### src/design/sfsr_params.svh
// Constants of the serial flash status register block
`ifndef SFSR_PARAMS_SVH
`define SFSR_PARAMS_SVH

// ==========================================================
// Command opcodes
`define SFSR_OP_READ_STATUS   8'h05
`define SFSR_OP_WRITE_STAT1   8'h01
`define SFSR_OP_WRITE_STAT2   8'h31
`define SFSR_OP_WRITE_ENABLE  8'h06
`define SFSR_OP_WRITE_DISABLE 8'h04
`define SFSR_OP_SOFT_RESET    8'hf0
`define SFSR_OP_PROGRAM       8'h02
`define SFSR_OP_OTP_PROGRAM   8'h9b
`define SFSR_OP_ERASE_PAGE    8'h81
`define SFSR_OP_ERASE_4K      8'h20
`define SFSR_OP_ERASE_32K     8'h52
`define SFSR_OP_ERASE_32K_ALT 8'hd8
`define SFSR_OP_CHIP_ERASE    8'h60
`define SFSR_OP_CHIP_ERASE_B  8'hc7

// ==========================================================
// Field positions, byte one
`define SFSR_S1_LOCK 7
`define SFSR_S1_PERR 5
`define SFSR_S1_WPP  4
`define SFSR_S1_BP   2
`define SFSR_S1_WEL  1
`define SFSR_S1_BUSY 0
// Field positions, byte two
`define SFSR_S2_RESET_ENABLE 4
`define SFSR_S2_BUSY 0

// ==========================================================
// Reset values
`define SFSR_LOCK_RST 1'b0
`define SFSR_BP_RST   1'b0
`define SFSR_PERR_RST 1'b0
`define SFSR_WEL_RST  1'b0
`define SFSR_RESET_ENABLE_RST 1'b0
// Synchroniser reset: cs_n, sck, mosi, wp_n
`define SFSR_SYNC_RST 4'h9
// Bit count that closes a byte
`define SFSR_LAST_BIT 3'h7
// Byte count saturation: opcode plus one data byte
`define SFSR_BYTES_MAX 2'h2

`endif

### src/design/sfsr_pkg.sv
// Types and helpers of the serial flash status register block
`include "sfsr_params.svh"
package sfsr_pkg;

  // ==========================================================
  // Pin group after synchronisation
  typedef struct packed {
    logic cs_n;
    logic sck;
    logic mosi;
    logic wp_n;
  } sfsr_pins_t;

  // Request to the array engine
  typedef struct packed {
    logic       start;
    logic [7:0] code;
  } sfsr_op_t;

  // ==========================================================
  // Program or erase opcodes that touch the main array
  function automatic logic sfsr_is_array_op(input logic [7:0] op);
    sfsr_is_array_op = (op == `SFSR_OP_PROGRAM) ||
                       (op == `SFSR_OP_ERASE_PAGE) ||
                       (op == `SFSR_OP_ERASE_4K) ||
                       (op == `SFSR_OP_ERASE_32K) ||
                       (op == `SFSR_OP_ERASE_32K_ALT) ||
                       (op == `SFSR_OP_CHIP_ERASE) ||
                       (op == `SFSR_OP_CHIP_ERASE_B);
  endfunction

  // Any opcode that needs the write enable latch
  function automatic logic sfsr_is_write_op(input logic [7:0] op);
    sfsr_is_write_op = sfsr_is_array_op(op) ||
                       (op == `SFSR_OP_OTP_PROGRAM) ||
                       (op == `SFSR_OP_WRITE_STAT1) ||
                       (op == `SFSR_OP_WRITE_STAT2);
  endfunction

endpackage

### src/design/sfsr_shifter.sv
// Status output shifter with output enable
`timescale 1ns/1ps
`default_nettype none
module sfsr_shifter
(
  input  wire logic       i_clk,
  input  wire logic       i_reset_n,
  input  wire logic       i_clear,
  input  wire logic       i_load,
  input  wire logic       i_shift,
  input  wire logic [7:0] i_byte,
  output var  logic       o_bit,
  output var  logic       o_oe
);

  logic [6:0] rest_reg;

  // ==========================================================
  // Load whole byte, then shift msb first
  always_ff @(posedge i_clk or negedge i_reset_n)
  begin
    if (!i_reset_n)
    begin
      rest_reg <= 7'h00;
      o_bit    <= 1'b0;
      o_oe     <= 1'b0;
    end
    else if (i_clear)
    begin
      o_oe <= 1'b0;
    end
    else if (i_load)
    begin
      o_bit    <= i_byte[7];
      rest_reg <= i_byte[6:0];
      o_oe     <= 1'b1;
    end
    else if (i_shift)
    begin
      o_bit    <= rest_reg[6];
      rest_reg <= {rest_reg[5:0], 1'b0};
    end
  end

endmodule
`default_nettype wire

### src/design/sfsr_sync.sv
// Two-stage synchroniser for the pin group
`timescale 1ns/1ps
`default_nettype none
module sfsr_sync
  import sfsr_pkg::*;
(
  input  wire logic       i_clk,
  input  wire logic       i_reset_n,
  input  wire sfsr_pins_t i_pins,
  output var  sfsr_pins_t o_pins
);

  sfsr_pins_t meta_reg;

  // ==========================================================
  // Two flops per pin
  always_ff @(posedge i_clk or negedge i_reset_n)
  begin
    if (!i_reset_n)
    begin
      meta_reg <= `SFSR_SYNC_RST;
      o_pins   <= `SFSR_SYNC_RST;
    end
    else
    begin
      meta_reg <= i_pins;
      o_pins   <= meta_reg;
    end
  end

endmodule
`default_nettype wire

### src/design/sfsr_top.sv
// Status register bank and status read of a serial flash
// How it works
// After select and opcode 05h, status bits leave on every clock.
// Status reads are answered at any time, even while busy.
// Byte one then two, msb first, repeating with fresh values.
// Releasing select ends the read and floats the serial output.
// Byte one: lock 7, error 5, pin 4, protect 2, latch 1, busy 0.
// The byte-one write changes only bits 7 and 2.
// Lock set with pin asserted freezes the protect bit.
// Lock is 0 after power-up; then protect stays writable.
// Pin asserted: lock may only rise; clearing needs the pin released.
// Error flag set when the last program or erase failed.
// Error flag untouched by aborted program or erase.
// Error flag refreshed at the end of every program or erase.
// Pin status reads 0 when pin asserted, 1 when released.
// Protect 0 leaves array open; 1 rejects program and erase.
// With latch clear, program, erase, OTP and status writes rejected.
// Latch is 0 after power-up and after a reset.
// Latch cleared on disable, finished or aborted writes.
// Latch kept when the opcode was incomplete or unknown.
// Busy reads 1 while working, in bit 0 of both bytes.
// The host polls status until busy falls to 0.
// Byte two: reset enable at 4, reserved 0, busy at 0.
// Software reset ignored while reset enable is 0.
// Reset enable changes only by the byte-two write.
// Opcode 01h plus byte: bit 7 lock, bit 2 protect.
// Opcode 31h plus byte: bit 4 reset enable, latch cleared.
// Each status byte is sampled at its start.
`timescale 1ns/1ps
`default_nettype none
`include "sfsr_params.svh"
module sfsr_top
  import sfsr_pkg::*;
(
  input  wire logic       i_clk,
  input  wire logic       i_reset_n,
  input  wire logic       i_spi_cs_n,
  input  wire logic       i_spi_sck,
  input  wire logic       i_spi_mosi,
  input  wire logic       i_wp_n,
  input  wire logic       i_op_busy,
  input  wire logic       i_op_done,
  input  wire logic       i_op_fail,
  output var  logic       o_spi_miso,
  output var  logic       o_spi_miso_oe,
  output var  logic       o_op_start,
  output var  logic [7:0] o_op_code,
  output var  logic       o_soft_reset,
  output var  logic       o_block_protect,
  output var  logic       o_write_enable_latch,
  output var  logic       o_reset_enable
);

  // ==========================================================
  // Pin synchronisation and edges
  sfsr_pins_t pins_s;
  logic       sck_prev_reg;
  logic       cs_prev_n_reg;

  sfsr_sync u_sync (
    .i_clk     (i_clk),
    .i_reset_n (i_reset_n),
    .i_pins    ({i_spi_cs_n, i_spi_sck, i_spi_mosi, i_wp_n}),
    .o_pins    (pins_s)
  );

  wire selected  = ~pins_s.cs_n;
  wire sck_rise  = selected & pins_s.sck & ~sck_prev_reg;
  wire sck_fall  = selected & ~pins_s.sck & sck_prev_reg;
  wire frame_end = pins_s.cs_n & ~cs_prev_n_reg;
  wire wp_on     = ~pins_s.wp_n;

  // ==========================================================
  // Frame receive state
  logic [2:0] bit_reg;
  logic [1:0] bytes_reg;
  logic [7:0] shin_reg;
  logic [7:0] opcode_reg;
  logic [7:0] data_reg;
  logic       sel_two_reg;

  wire [7:0] shin_next = {shin_reg[6:0], pins_s.mosi};
  wire       byte_done = sck_rise & (bit_reg == `SFSR_LAST_BIT);
  wire       full_op   = bytes_reg != 2'h0;
  wire       aligned   = bit_reg == 3'h0;
  wire       data_ok   = (bytes_reg == `SFSR_BYTES_MAX) & aligned;

  always_ff @(posedge i_clk or negedge i_reset_n)
  begin
    if (!i_reset_n)
    begin
      sck_prev_reg  <= 1'b0;
      cs_prev_n_reg <= 1'b1;
      bit_reg       <= 3'h0;
      bytes_reg     <= 2'h0;
      shin_reg      <= 8'h00;
      opcode_reg    <= 8'h00;
      data_reg      <= 8'h00;
    end
    else
    begin
      sck_prev_reg  <= pins_s.sck;
      cs_prev_n_reg <= pins_s.cs_n;
      if (!selected)
      begin
        bit_reg   <= 3'h0;
        bytes_reg <= 2'h0;
      end
      else if (sck_rise)
      begin
        shin_reg <= shin_next;
        bit_reg  <= bit_reg + 3'h1;
        if (byte_done && bytes_reg == 2'h0)
          opcode_reg <= shin_next;
        if (byte_done && bytes_reg == 2'h1)
          data_reg <= shin_next;
        if (byte_done && bytes_reg != `SFSR_BYTES_MAX)
          bytes_reg <= bytes_reg + 2'h1;
      end
    end
  end

  // ==========================================================
  // Status bits
  logic lock_reg;
  logic bp_reg;
  logic perr_reg;
  logic wel_reg;
  logic reset_enable_reg;
  logic busy_reg;
  logic [7:0] stat_one;
  logic [7:0] stat_two;

  // byte one layout, R13: pin status, R19: busy
  always_comb
  begin
    stat_one                 = 8'h00;
    stat_one[`SFSR_S1_LOCK]  = lock_reg;
    stat_one[`SFSR_S1_PERR]  = perr_reg;
    stat_one[`SFSR_S1_WPP]   = pins_s.wp_n;
    stat_one[`SFSR_S1_BP]    = bp_reg;
    stat_one[`SFSR_S1_WEL]   = wel_reg;
    stat_one[`SFSR_S1_BUSY]  = busy_reg;
    // byte two layout, R19: busy
    stat_two                 = 8'h00;
    stat_two[`SFSR_S2_RESET_ENABLE]  = reset_enable_reg;
    stat_two[`SFSR_S2_BUSY]  = busy_reg;
  end

  // ==========================================================
  // Status read output
  // read status after full opcode
  // not gated by busy
  wire status_mode = full_op & (opcode_reg == `SFSR_OP_READ_STATUS);
  // sample byte at its start
  wire st_load     = sck_fall & status_mode & aligned;
  wire st_shift    = sck_fall & status_mode & ~aligned;
  // alternate byte one and two
  wire [7:0] st_byte = sel_two_reg ? stat_two : stat_one;

  always_ff @(posedge i_clk or negedge i_reset_n)
  begin
    if (!i_reset_n)
      sel_two_reg <= 1'b0;
    else if (!selected)
      sel_two_reg <= 1'b0;
    else if (st_load)
      sel_two_reg <= ~sel_two_reg;
  end

  // deselect floats output
  sfsr_shifter u_shifter (
    .i_clk     (i_clk),
    .i_reset_n (i_reset_n),
    .i_clear   (~selected),
    .i_load    (st_load),
    .i_shift   (st_shift),
    .i_byte    (st_byte),
    .o_bit     (o_spi_miso),
    .o_oe      (o_spi_miso_oe)
  );

  // ==========================================================
  // Command decode at frame end
  wire is_w1   = opcode_reg == `SFSR_OP_WRITE_STAT1;
  wire is_w2   = opcode_reg == `SFSR_OP_WRITE_STAT2;
  wire is_wr   = sfsr_is_write_op(opcode_reg);
  wire is_arr  = sfsr_is_array_op(opcode_reg);
  wire is_otp  = opcode_reg == `SFSR_OP_OTP_PROGRAM;
  wire cmd_end = frame_end & full_op & ~busy_reg;
  // write-class needs latch
  wire wr_go   = cmd_end & is_wr & wel_reg;
  // byte-one write fields
  wire new_lock = data_reg[`SFSR_S1_LOCK];
  wire new_bp   = data_reg[`SFSR_S1_BP];
  // clearing lock needs pin released
  wire w1_bad   = wp_on & lock_reg & ~new_lock;
  wire w1_apply = wr_go & is_w1 & data_ok & ~w1_bad;
  // lock with pin asserted freezes protect
  wire bp_frozen = lock_reg & wp_on;
  // byte-two write
  wire w2_apply = wr_go & is_w2 & data_ok;
  // protect rejects array ops
  wire op_go    = wr_go & aligned & ((is_arr & ~bp_reg) | is_otp);
  // write-class end clears latch unless op started
  // only after a full opcode
  wire wel_clr  = (cmd_end & is_wr & ~op_go) | i_op_done |
                  (cmd_end & opcode_reg == `SFSR_OP_WRITE_DISABLE);
  wire wel_set  = cmd_end & opcode_reg == `SFSR_OP_WRITE_ENABLE;
  // software reset gated
  wire srst_go  = cmd_end & reset_enable_reg &
                  (opcode_reg == `SFSR_OP_SOFT_RESET);

  // ==========================================================
  // Status state
  always_ff @(posedge i_clk or negedge i_reset_n)
  begin
    if (!i_reset_n)
    begin
      // lock cleared at power-up
      lock_reg <= `SFSR_LOCK_RST;
      bp_reg   <= `SFSR_BP_RST;
      perr_reg <= `SFSR_PERR_RST;
      // latch cleared at power-up
      wel_reg  <= `SFSR_WEL_RST;
      reset_enable_reg <= `SFSR_RESET_ENABLE_RST;
      busy_reg <= 1'b0;
    end
    else
    begin
      busy_reg <= i_op_busy;
      // only lock and protect written
      if (w1_apply)
      begin
        lock_reg <= new_lock;
        if (!bp_frozen)
          bp_reg <= new_bp;
      end
      // reset enable only by byte-two write
      if (w2_apply)
        reset_enable_reg <= data_reg[`SFSR_S2_RESET_ENABLE];
      // refresh error on every end
      // set on failure
      // aborts never reach done
      if (i_op_done)
        perr_reg <= i_op_fail;
      // software reset clears latch
      if (wel_clr || srst_go)
        wel_reg <= 1'b0;
      else if (wel_set)
        wel_reg <= 1'b1;
    end
  end

  // ==========================================================
  // Engine requests and mirrors
  sfsr_op_t op_reg;

  always_ff @(posedge i_clk or negedge i_reset_n)
  begin
    if (!i_reset_n)
    begin
      op_reg       <= '0;
      o_soft_reset <= 1'b0;
    end
    else
    begin
      op_reg.start <= op_go;
      if (op_go)
        op_reg.code <= opcode_reg;
      o_soft_reset <= srst_go;
    end
  end

  assign o_op_start           = op_reg.start;
  assign o_op_code            = op_reg.code;
  assign o_block_protect      = bp_reg;
  assign o_write_enable_latch = wel_reg;
  assign o_reset_enable       = reset_enable_reg;
endmodule
`default_nettype wire

### config.mk
export PLATFORM = sky130hd
export DESIGN_NAME = sfsr_top
export DESIGN_NICKNAME = d
export VERILOG_FILES = /design/src/design/sfsr_pkg.sv /design/src/design/sfsr_shifter.sv /design/src/design/sfsr_sync.sv /design/src/design/sfsr_top.sv
export VERILOG_INCLUDE_DIRS = /design/src /design/src/design
export SDC_FILE = /design/constraint.sdc
export NUM_CORES = 1
export LEC_CHECK = 0
export ABC_AREA = 1
export BUFFER_PORTS_ARGS = -buffer_cell sky130_fd_sc_hd__buf_2
export CORE_MARGIN = 4
export CORE_UTILIZATION = 53
export CTS_CLUSTER_SIZE = 28
export DETAILED_ROUTE_END_ITERATION = 6
export PLACE_DENSITY = 0.76
export SYNTH_ARGS = -nofsm -noshare
export SYNTH_HDL_FRONTEND = slang
export SYNTH_HIERARCHICAL = 1
export SYNTH_SLANG_ARGS = --single-unit
export TNS_END_PERCENT = 1
### constraint.sdc
create_clock -name i_clk -period 1.8 [get_ports i_clk]
set_input_delay 0.36 -clock i_clk [delete_from_list [all_inputs] [get_ports i_clk]]
set_output_delay 0.36 -clock i_clk [all_outputs]
set_load 0.05 [all_outputs]
-- Yosys cells after proc, flatten, opt, wreduce, memory -nomap -nowiden
Index checks and enable logic that the tools add are counted.
- word-level logic and storage cells: 137
- input bits: 9
- flip-flop bits (word level): 64
- add/subtract/negate cells: 2
- reductions and logical operators: 27
- bitwise operators: 46
- eq/ne operators: 18
- mux-type cells: 16
- operators by type and width (kind ; count):
    $eq A8 B8 Y1 const B ; 5
    $and A1 B1 Y1 ; 30
    $eq A8 B3 Y1 const B ; 3
    $eq A8 B6 Y1 const B ; 2
    $eq A8 B7 Y1 const B ; 2
    $mux W7 ; 2
    $not A1 Y1 ; 13
    $reduce_bool A2 Y1 ; 6
    $logic_or A1 B1 Y1 ; 10
    $eq A8 B1 Y1 const B ; 1
    $eq A8 B2 Y1 const B ; 1
    $mux W1 ; 8
    $mux W8 ; 1
    $reduce_and A2 Y1 ; 4
    $mux W2 ; 3
    $mux W3 ; 2
    $reduce_and A3 Y1 ; 2
    $add A3 B1 Y3 const B ; 1
    $eq A3 B3 Y1 const B ; 1
    $logic_and A1 B1 Y1 ; 3
    $logic_not A3 Y1 ; 1
    $or A1 B1 Y1 ; 3
    $add A2 B1 Y2 const B ; 1
    $eq A2 B1 Y1 const B ; 1
    other kinds (3) ; 3

-- Longest topological paths before layout
- depth after elaboration: 20
- gate-level depth with buffers: 15
- depth with buffers taken out: 15

-- Hierarchy
The synthesis kept the hierarchy.
- modules (own cells, without submodules) (module ; instances ; cells each ; area an instance (um^2) ; sequential area each (um^2)):
    sfsr_top ; 1 ; 260 ; 2073.2 ; 1052.3
    sfsr_shifter ; 1 ; 62 ; 440.4 ; 225.2
    sfsr_sync ; 1 ; 8 ; 205.2 ; 205.2

-- Least setup slack after synthesis
OpenSTA, ideal clock, no wires.
- path kind: reg-to-reg
- start point: register bytes_reg[0]
- end point: register u_shifter.o_bit
- cell stages (with the launch flop): 14
- data required time: 1.682 ns
- clock period less this slack: 1.784 ns
- data arrival time: 1.667 ns
- path slack: 0.016 ns
- cell sequence: dfrtp_1 > inv_1 > ha_1 > inv_1 > nand4_1 > nor4_1 > nand2_1 > inv_1 > buf_6 > inv_2 > nand2_1 > nand2_1 > nand2_1 > nand2_1
- word-level cells in the longest chain between the ends: 6
- elaborated cells between the ends (all ways): 8
- those cells by class: 1 x mux; 4 x bitwise; 3 x reduce/logical
- RTL lines (element ; RTL line ; source):
    from (decl) ; sfsr_top.sv:76 ; logic [1:0] bytes_reg;
    from (signal assigned) ; sfsr_top.sv:118 ; bytes_reg <= bytes_reg + 2'h1;
    $reduce_bool A2 Y1 (*) ; sfsr_top.sv:84 ; wire full_op = bytes_reg != 2'h0;
    $and A1 B1 Y1 (*) ; sfsr_top.sv:154 ; wire status_mode = full_op & (opcode_reg == `SFSR_OP_READ_STATUS);
    $and A1 B1 Y1 (*) (2 in a row) ; sfsr_top.sv:156 ; wire st_load = sck_fall & status_mode & aligned;
    net st_load ; sfsr_top.sv:156 ;
    $reduce_bool A2 Y1 (no line) ; -- ;
    $reduce_and A2 Y1 (no line) ; -- ;
    to (signal assigned) ; sfsr_shifter.sv:34 ; o_bit <= i_byte[7];
    to (signal assigned) ; sfsr_shifter.sv:40 ; o_bit <= rest_reg[6];
    to (decl) ; sfsr_shifter.sv:12 ; output var logic o_bit,
The timed path passes the listed nets; every way through them passes the cells marked *.
A chain may end at the register's enable or synchronous reset.

-- Worst setup path after layout
- start point: register bytes_reg[1]
- end point: register lock_reg
- word-level cells in the longest chain between the ends: 8
- elaborated cells between the ends (all ways): 10
- those cells by class: 1 x eq/ne; 8 x bitwise; 1 x reduce/logical
- RTL lines (element ; RTL line ; source):
    $reduce_bool A2 Y1 ; sfsr_top.sv:84 ;
    $and A1 B1 Y1 (2 in a row) ; sfsr_top.sv:190 ; wire cmd_end = frame_end & full_op & ~busy_reg;
    $and A1 B1 Y1 (2 in a row) ; sfsr_top.sv:192 ; wire wr_go = cmd_end & is_wr & wel_reg;
    $and A1 B1 Y1 ; sfsr_top.sv:198 ; wire w1_apply = wr_go & is_w1 & data_ok & ~w1_bad;
    $and A1 B1 Y1 (*) (2 in a row) ; sfsr_top.sv:198 ;
    to (signal assigned) ; sfsr_top.sv:221 ; lock_reg <= `SFSR_LOCK_RST;
    to (signal assigned) ; sfsr_top.sv:235 ; lock_reg <= new_lock;
    to (decl) ; sfsr_top.sv:125 ; logic lock_reg;
Mark *: on every way between the ends. The rest lies on a longest branch, timed or not.

==> flow_summary_export.csv <==
group,metric,value,unit
outcome,status,"finished with violations",
outcome,violations,"setup timing",
clock_network,clock_path_buffers,2,
global_routing,met1_usage,25.8,%
cells_and_area,layout-drive-gt1-share,30.0,%
power,power-per-cell-area,798,nW/um2
power,fin_total_pwr,2810,uW
sta,drv_slew,0,
sta,hold_viol_final,0,
sta,finalClockSkew,9.21,ps
floorplan,num_rows,25,
synthesis,synth_seq_area_share,54.5,%
global_routing,antenna_found_initial,0,
global_routing,overflow,0,
clock_network,path_clk_slew,70,ps
synthesis,ys_seq_elements,59,
floorplan,fp.dieW,79.6,um
clock_network,h-tree-depth,3,
routing,drt_wl_total,6190,um
critical_path,cp_max_fo,4,
global_routing,grt_max_degree,60,
routing,wl_per_cell,13.2,um
sta,tns,-50.5,ps
critical_path,path_class,"reg -> reg",
sta,period_share,101,%
placed_design,io_buffers,23,
critical_path,endpoint_kind,"flip-flop",
clock_network,clkLatencyLatePin,330,ps
floorplan,fp.dieH,79.6,um
global_routing,met3_usage,3.72,%
global_routing,grt_pass1_wl,9400,um
synthesis,synthCells,330,
sta,rsz0062_at_grt,"yes",
routing,vias,2351,
clock_network,clock_sinks,59,
min_path,hp-class,"in -> async",
critical_path,worstPathRequired,2010,ps
routing,ant_nets,0,
placed_design,gp_congestion,0.914,
routing,drt_first_pass_iters,4,
clock_network,cts_hold_buffers,0,
cells_and_area,layout_commonest_cell,"nand2_1",
clock_network,cts_tree,"done",
sta,fin_ws,-25.9,ps
critical_path,cp.arrival,2030,ps
sta,whs,3.19,ps
floorplan,dieArea,6340,um2
cells_and_area,final_cell_mix,"nand2_1, dfrtp_1, inv_1",
global_routing,global_route.usage.met2,28.3,%
sta,finalCriticalPeriod,1830,ps
cells_and_area,final_util,72.7,%
clock_network,root_buffer,"clkbuf_8",
synthesis,ys_types,24,
routing,drt_iter0_markers,190,
power,vdd_ir_drop_max,0.000478,V
clock_network,numCtsBuffers,9,
run,drv_cap,0,
synthesis,ys_warn_count,6,
critical_path,cp-start-kind,"flip-flop",
sta,max_freq,0.548,GHz
floorplan,core,4850,um2
routing,vias_per_cell,5.00,
synthesis,synth_area_per_cell,8.24,um2
placed_design,dp_hpwl,3760,um
cells_and_area,syn2layout_area_growth,29.6,%
floorplan,io_pins,24,
placed_design,dpl_worst_slack,-186,ps
cells_and_area,fillerInstances,331,
global_routing,first_global_vias,2176,
routing,drc_errors,0,
cells_and_area,diodes,0,
floorplan,initial_core_util,56.1,%
global_routing,busiest_layer,"met2",
cells_and_area,num-nets-final,413,
global_routing,grt_usage,19.2,%
power,leakage,0.00187,uW
synthesis,syn-cell-area,2720,um2
sta,setup_viol,2,
## critical path: stages (launching register included)
cell     delay [ps]
dfrtp_1         360
inv_2            60
ha_4            160
buf_6           120
nor4_4          300
buf_4           200
nand4_1         220
nor2_1          200
a21oi_1          80
## path summary, 6_finish.rpt
check,startpoint,end,slack [ps],depth (start not counted)
max,bytes_reg[1],lock_reg,-30,8
min,i_reset_n,o_op_start,3,2
max reg2reg,bytes_reg[1],lock_reg,-30,8
min reg2reg,u_sync/meta_reg[1],u_sync/o_pins[1],350,0
max in group asynchronous,i_reset_n,u_sync/meta_reg[3],1480,2
min in group i_clk,i_wp_n,u_sync/meta_reg[0],120,1
## synth_stat cells
cell type	number	area share, %
ha_1	6	2.8
dfstp_2	5	4.8
inv_2	2	0.28
clkbuf_1	3	0.41
a21oi_1	2	0.37
conb_1	1	0.14
nor2_1	28	3.9
nor4_1	2	0.46
nand2_1	115	16
nor4_4	1	0.78
o31ai_1	1	0.28
nand3_2	1	0.37
dfrtp_1	54	50
inv_1	44	6.1
nand3_4	1	0.64
nor2_8	1	0.74
nand4_1	3	0.69
buf_6	1	0.41
o21ai_2	1	0.32
o21ai_0	35	6.4
nand3_1	14	2.6
nand2_2	2	0.46
nor2_2	5	1.2
nor3_1	2	0.37
## kinds of logic (layout without fill, tap and decap cells)
logic type,Yosys count,after routing,synth area share (%)
compound gates,39,39,7.41
flops,59,59,54.5
buf+inv,50,120,7.18
fa+ha+maj,6,6,2.76
other cells,1,2,0.138
simple gates,175,177,28.0
## layer usage
metal  wire [um]  vias up
met5           0        -
met4         249        0
met3         358       23
met2        2920       84
met1        2670     1082
li1            -     1162
## stage by stage
stage,cell area (um2),cells
6_report,3520,470
5_1_grt,3520,470
4_1_cts,3310,459
3_5_place_dp,3100,442
3_3_place_gp,3100,442
2_1_floorplan,2720,331
## repair_timing
action,CTS,global route
pin swaps,1,23
buffers inserted,1,9
setup endpoints to repair,19,21
cloned,0,2
gates resized for setup,4,43
## report_power, final
| part | total [uW] | internal [uW] | switching, uW |
|---|---|---|---|
| combinational | 212 | 84.9 | 127 |
| clock | 1180 | 670 | 515 |
| sequential | 1410 | 1390 | 27.5 |
## area by class of cell
| type | instances | area, um2 | area share [%] |
|---|---|---|---|
| clock buffer | 11 | 141 | 4.01 |
| clock inverter | 5 | 52.6 | 1.49 |
| inverter | 46 | 175 | 4.97 |
| multi-input combinational | 224 | 1190 | 33.8 |
| sequential | 59 | 1480 | 42.1 |
| tap | 67 | 83.8 | 2.38 |
| timing repair buffer | 58 | 398 | 11.3 |
Power figures use the tool's default switching activity.
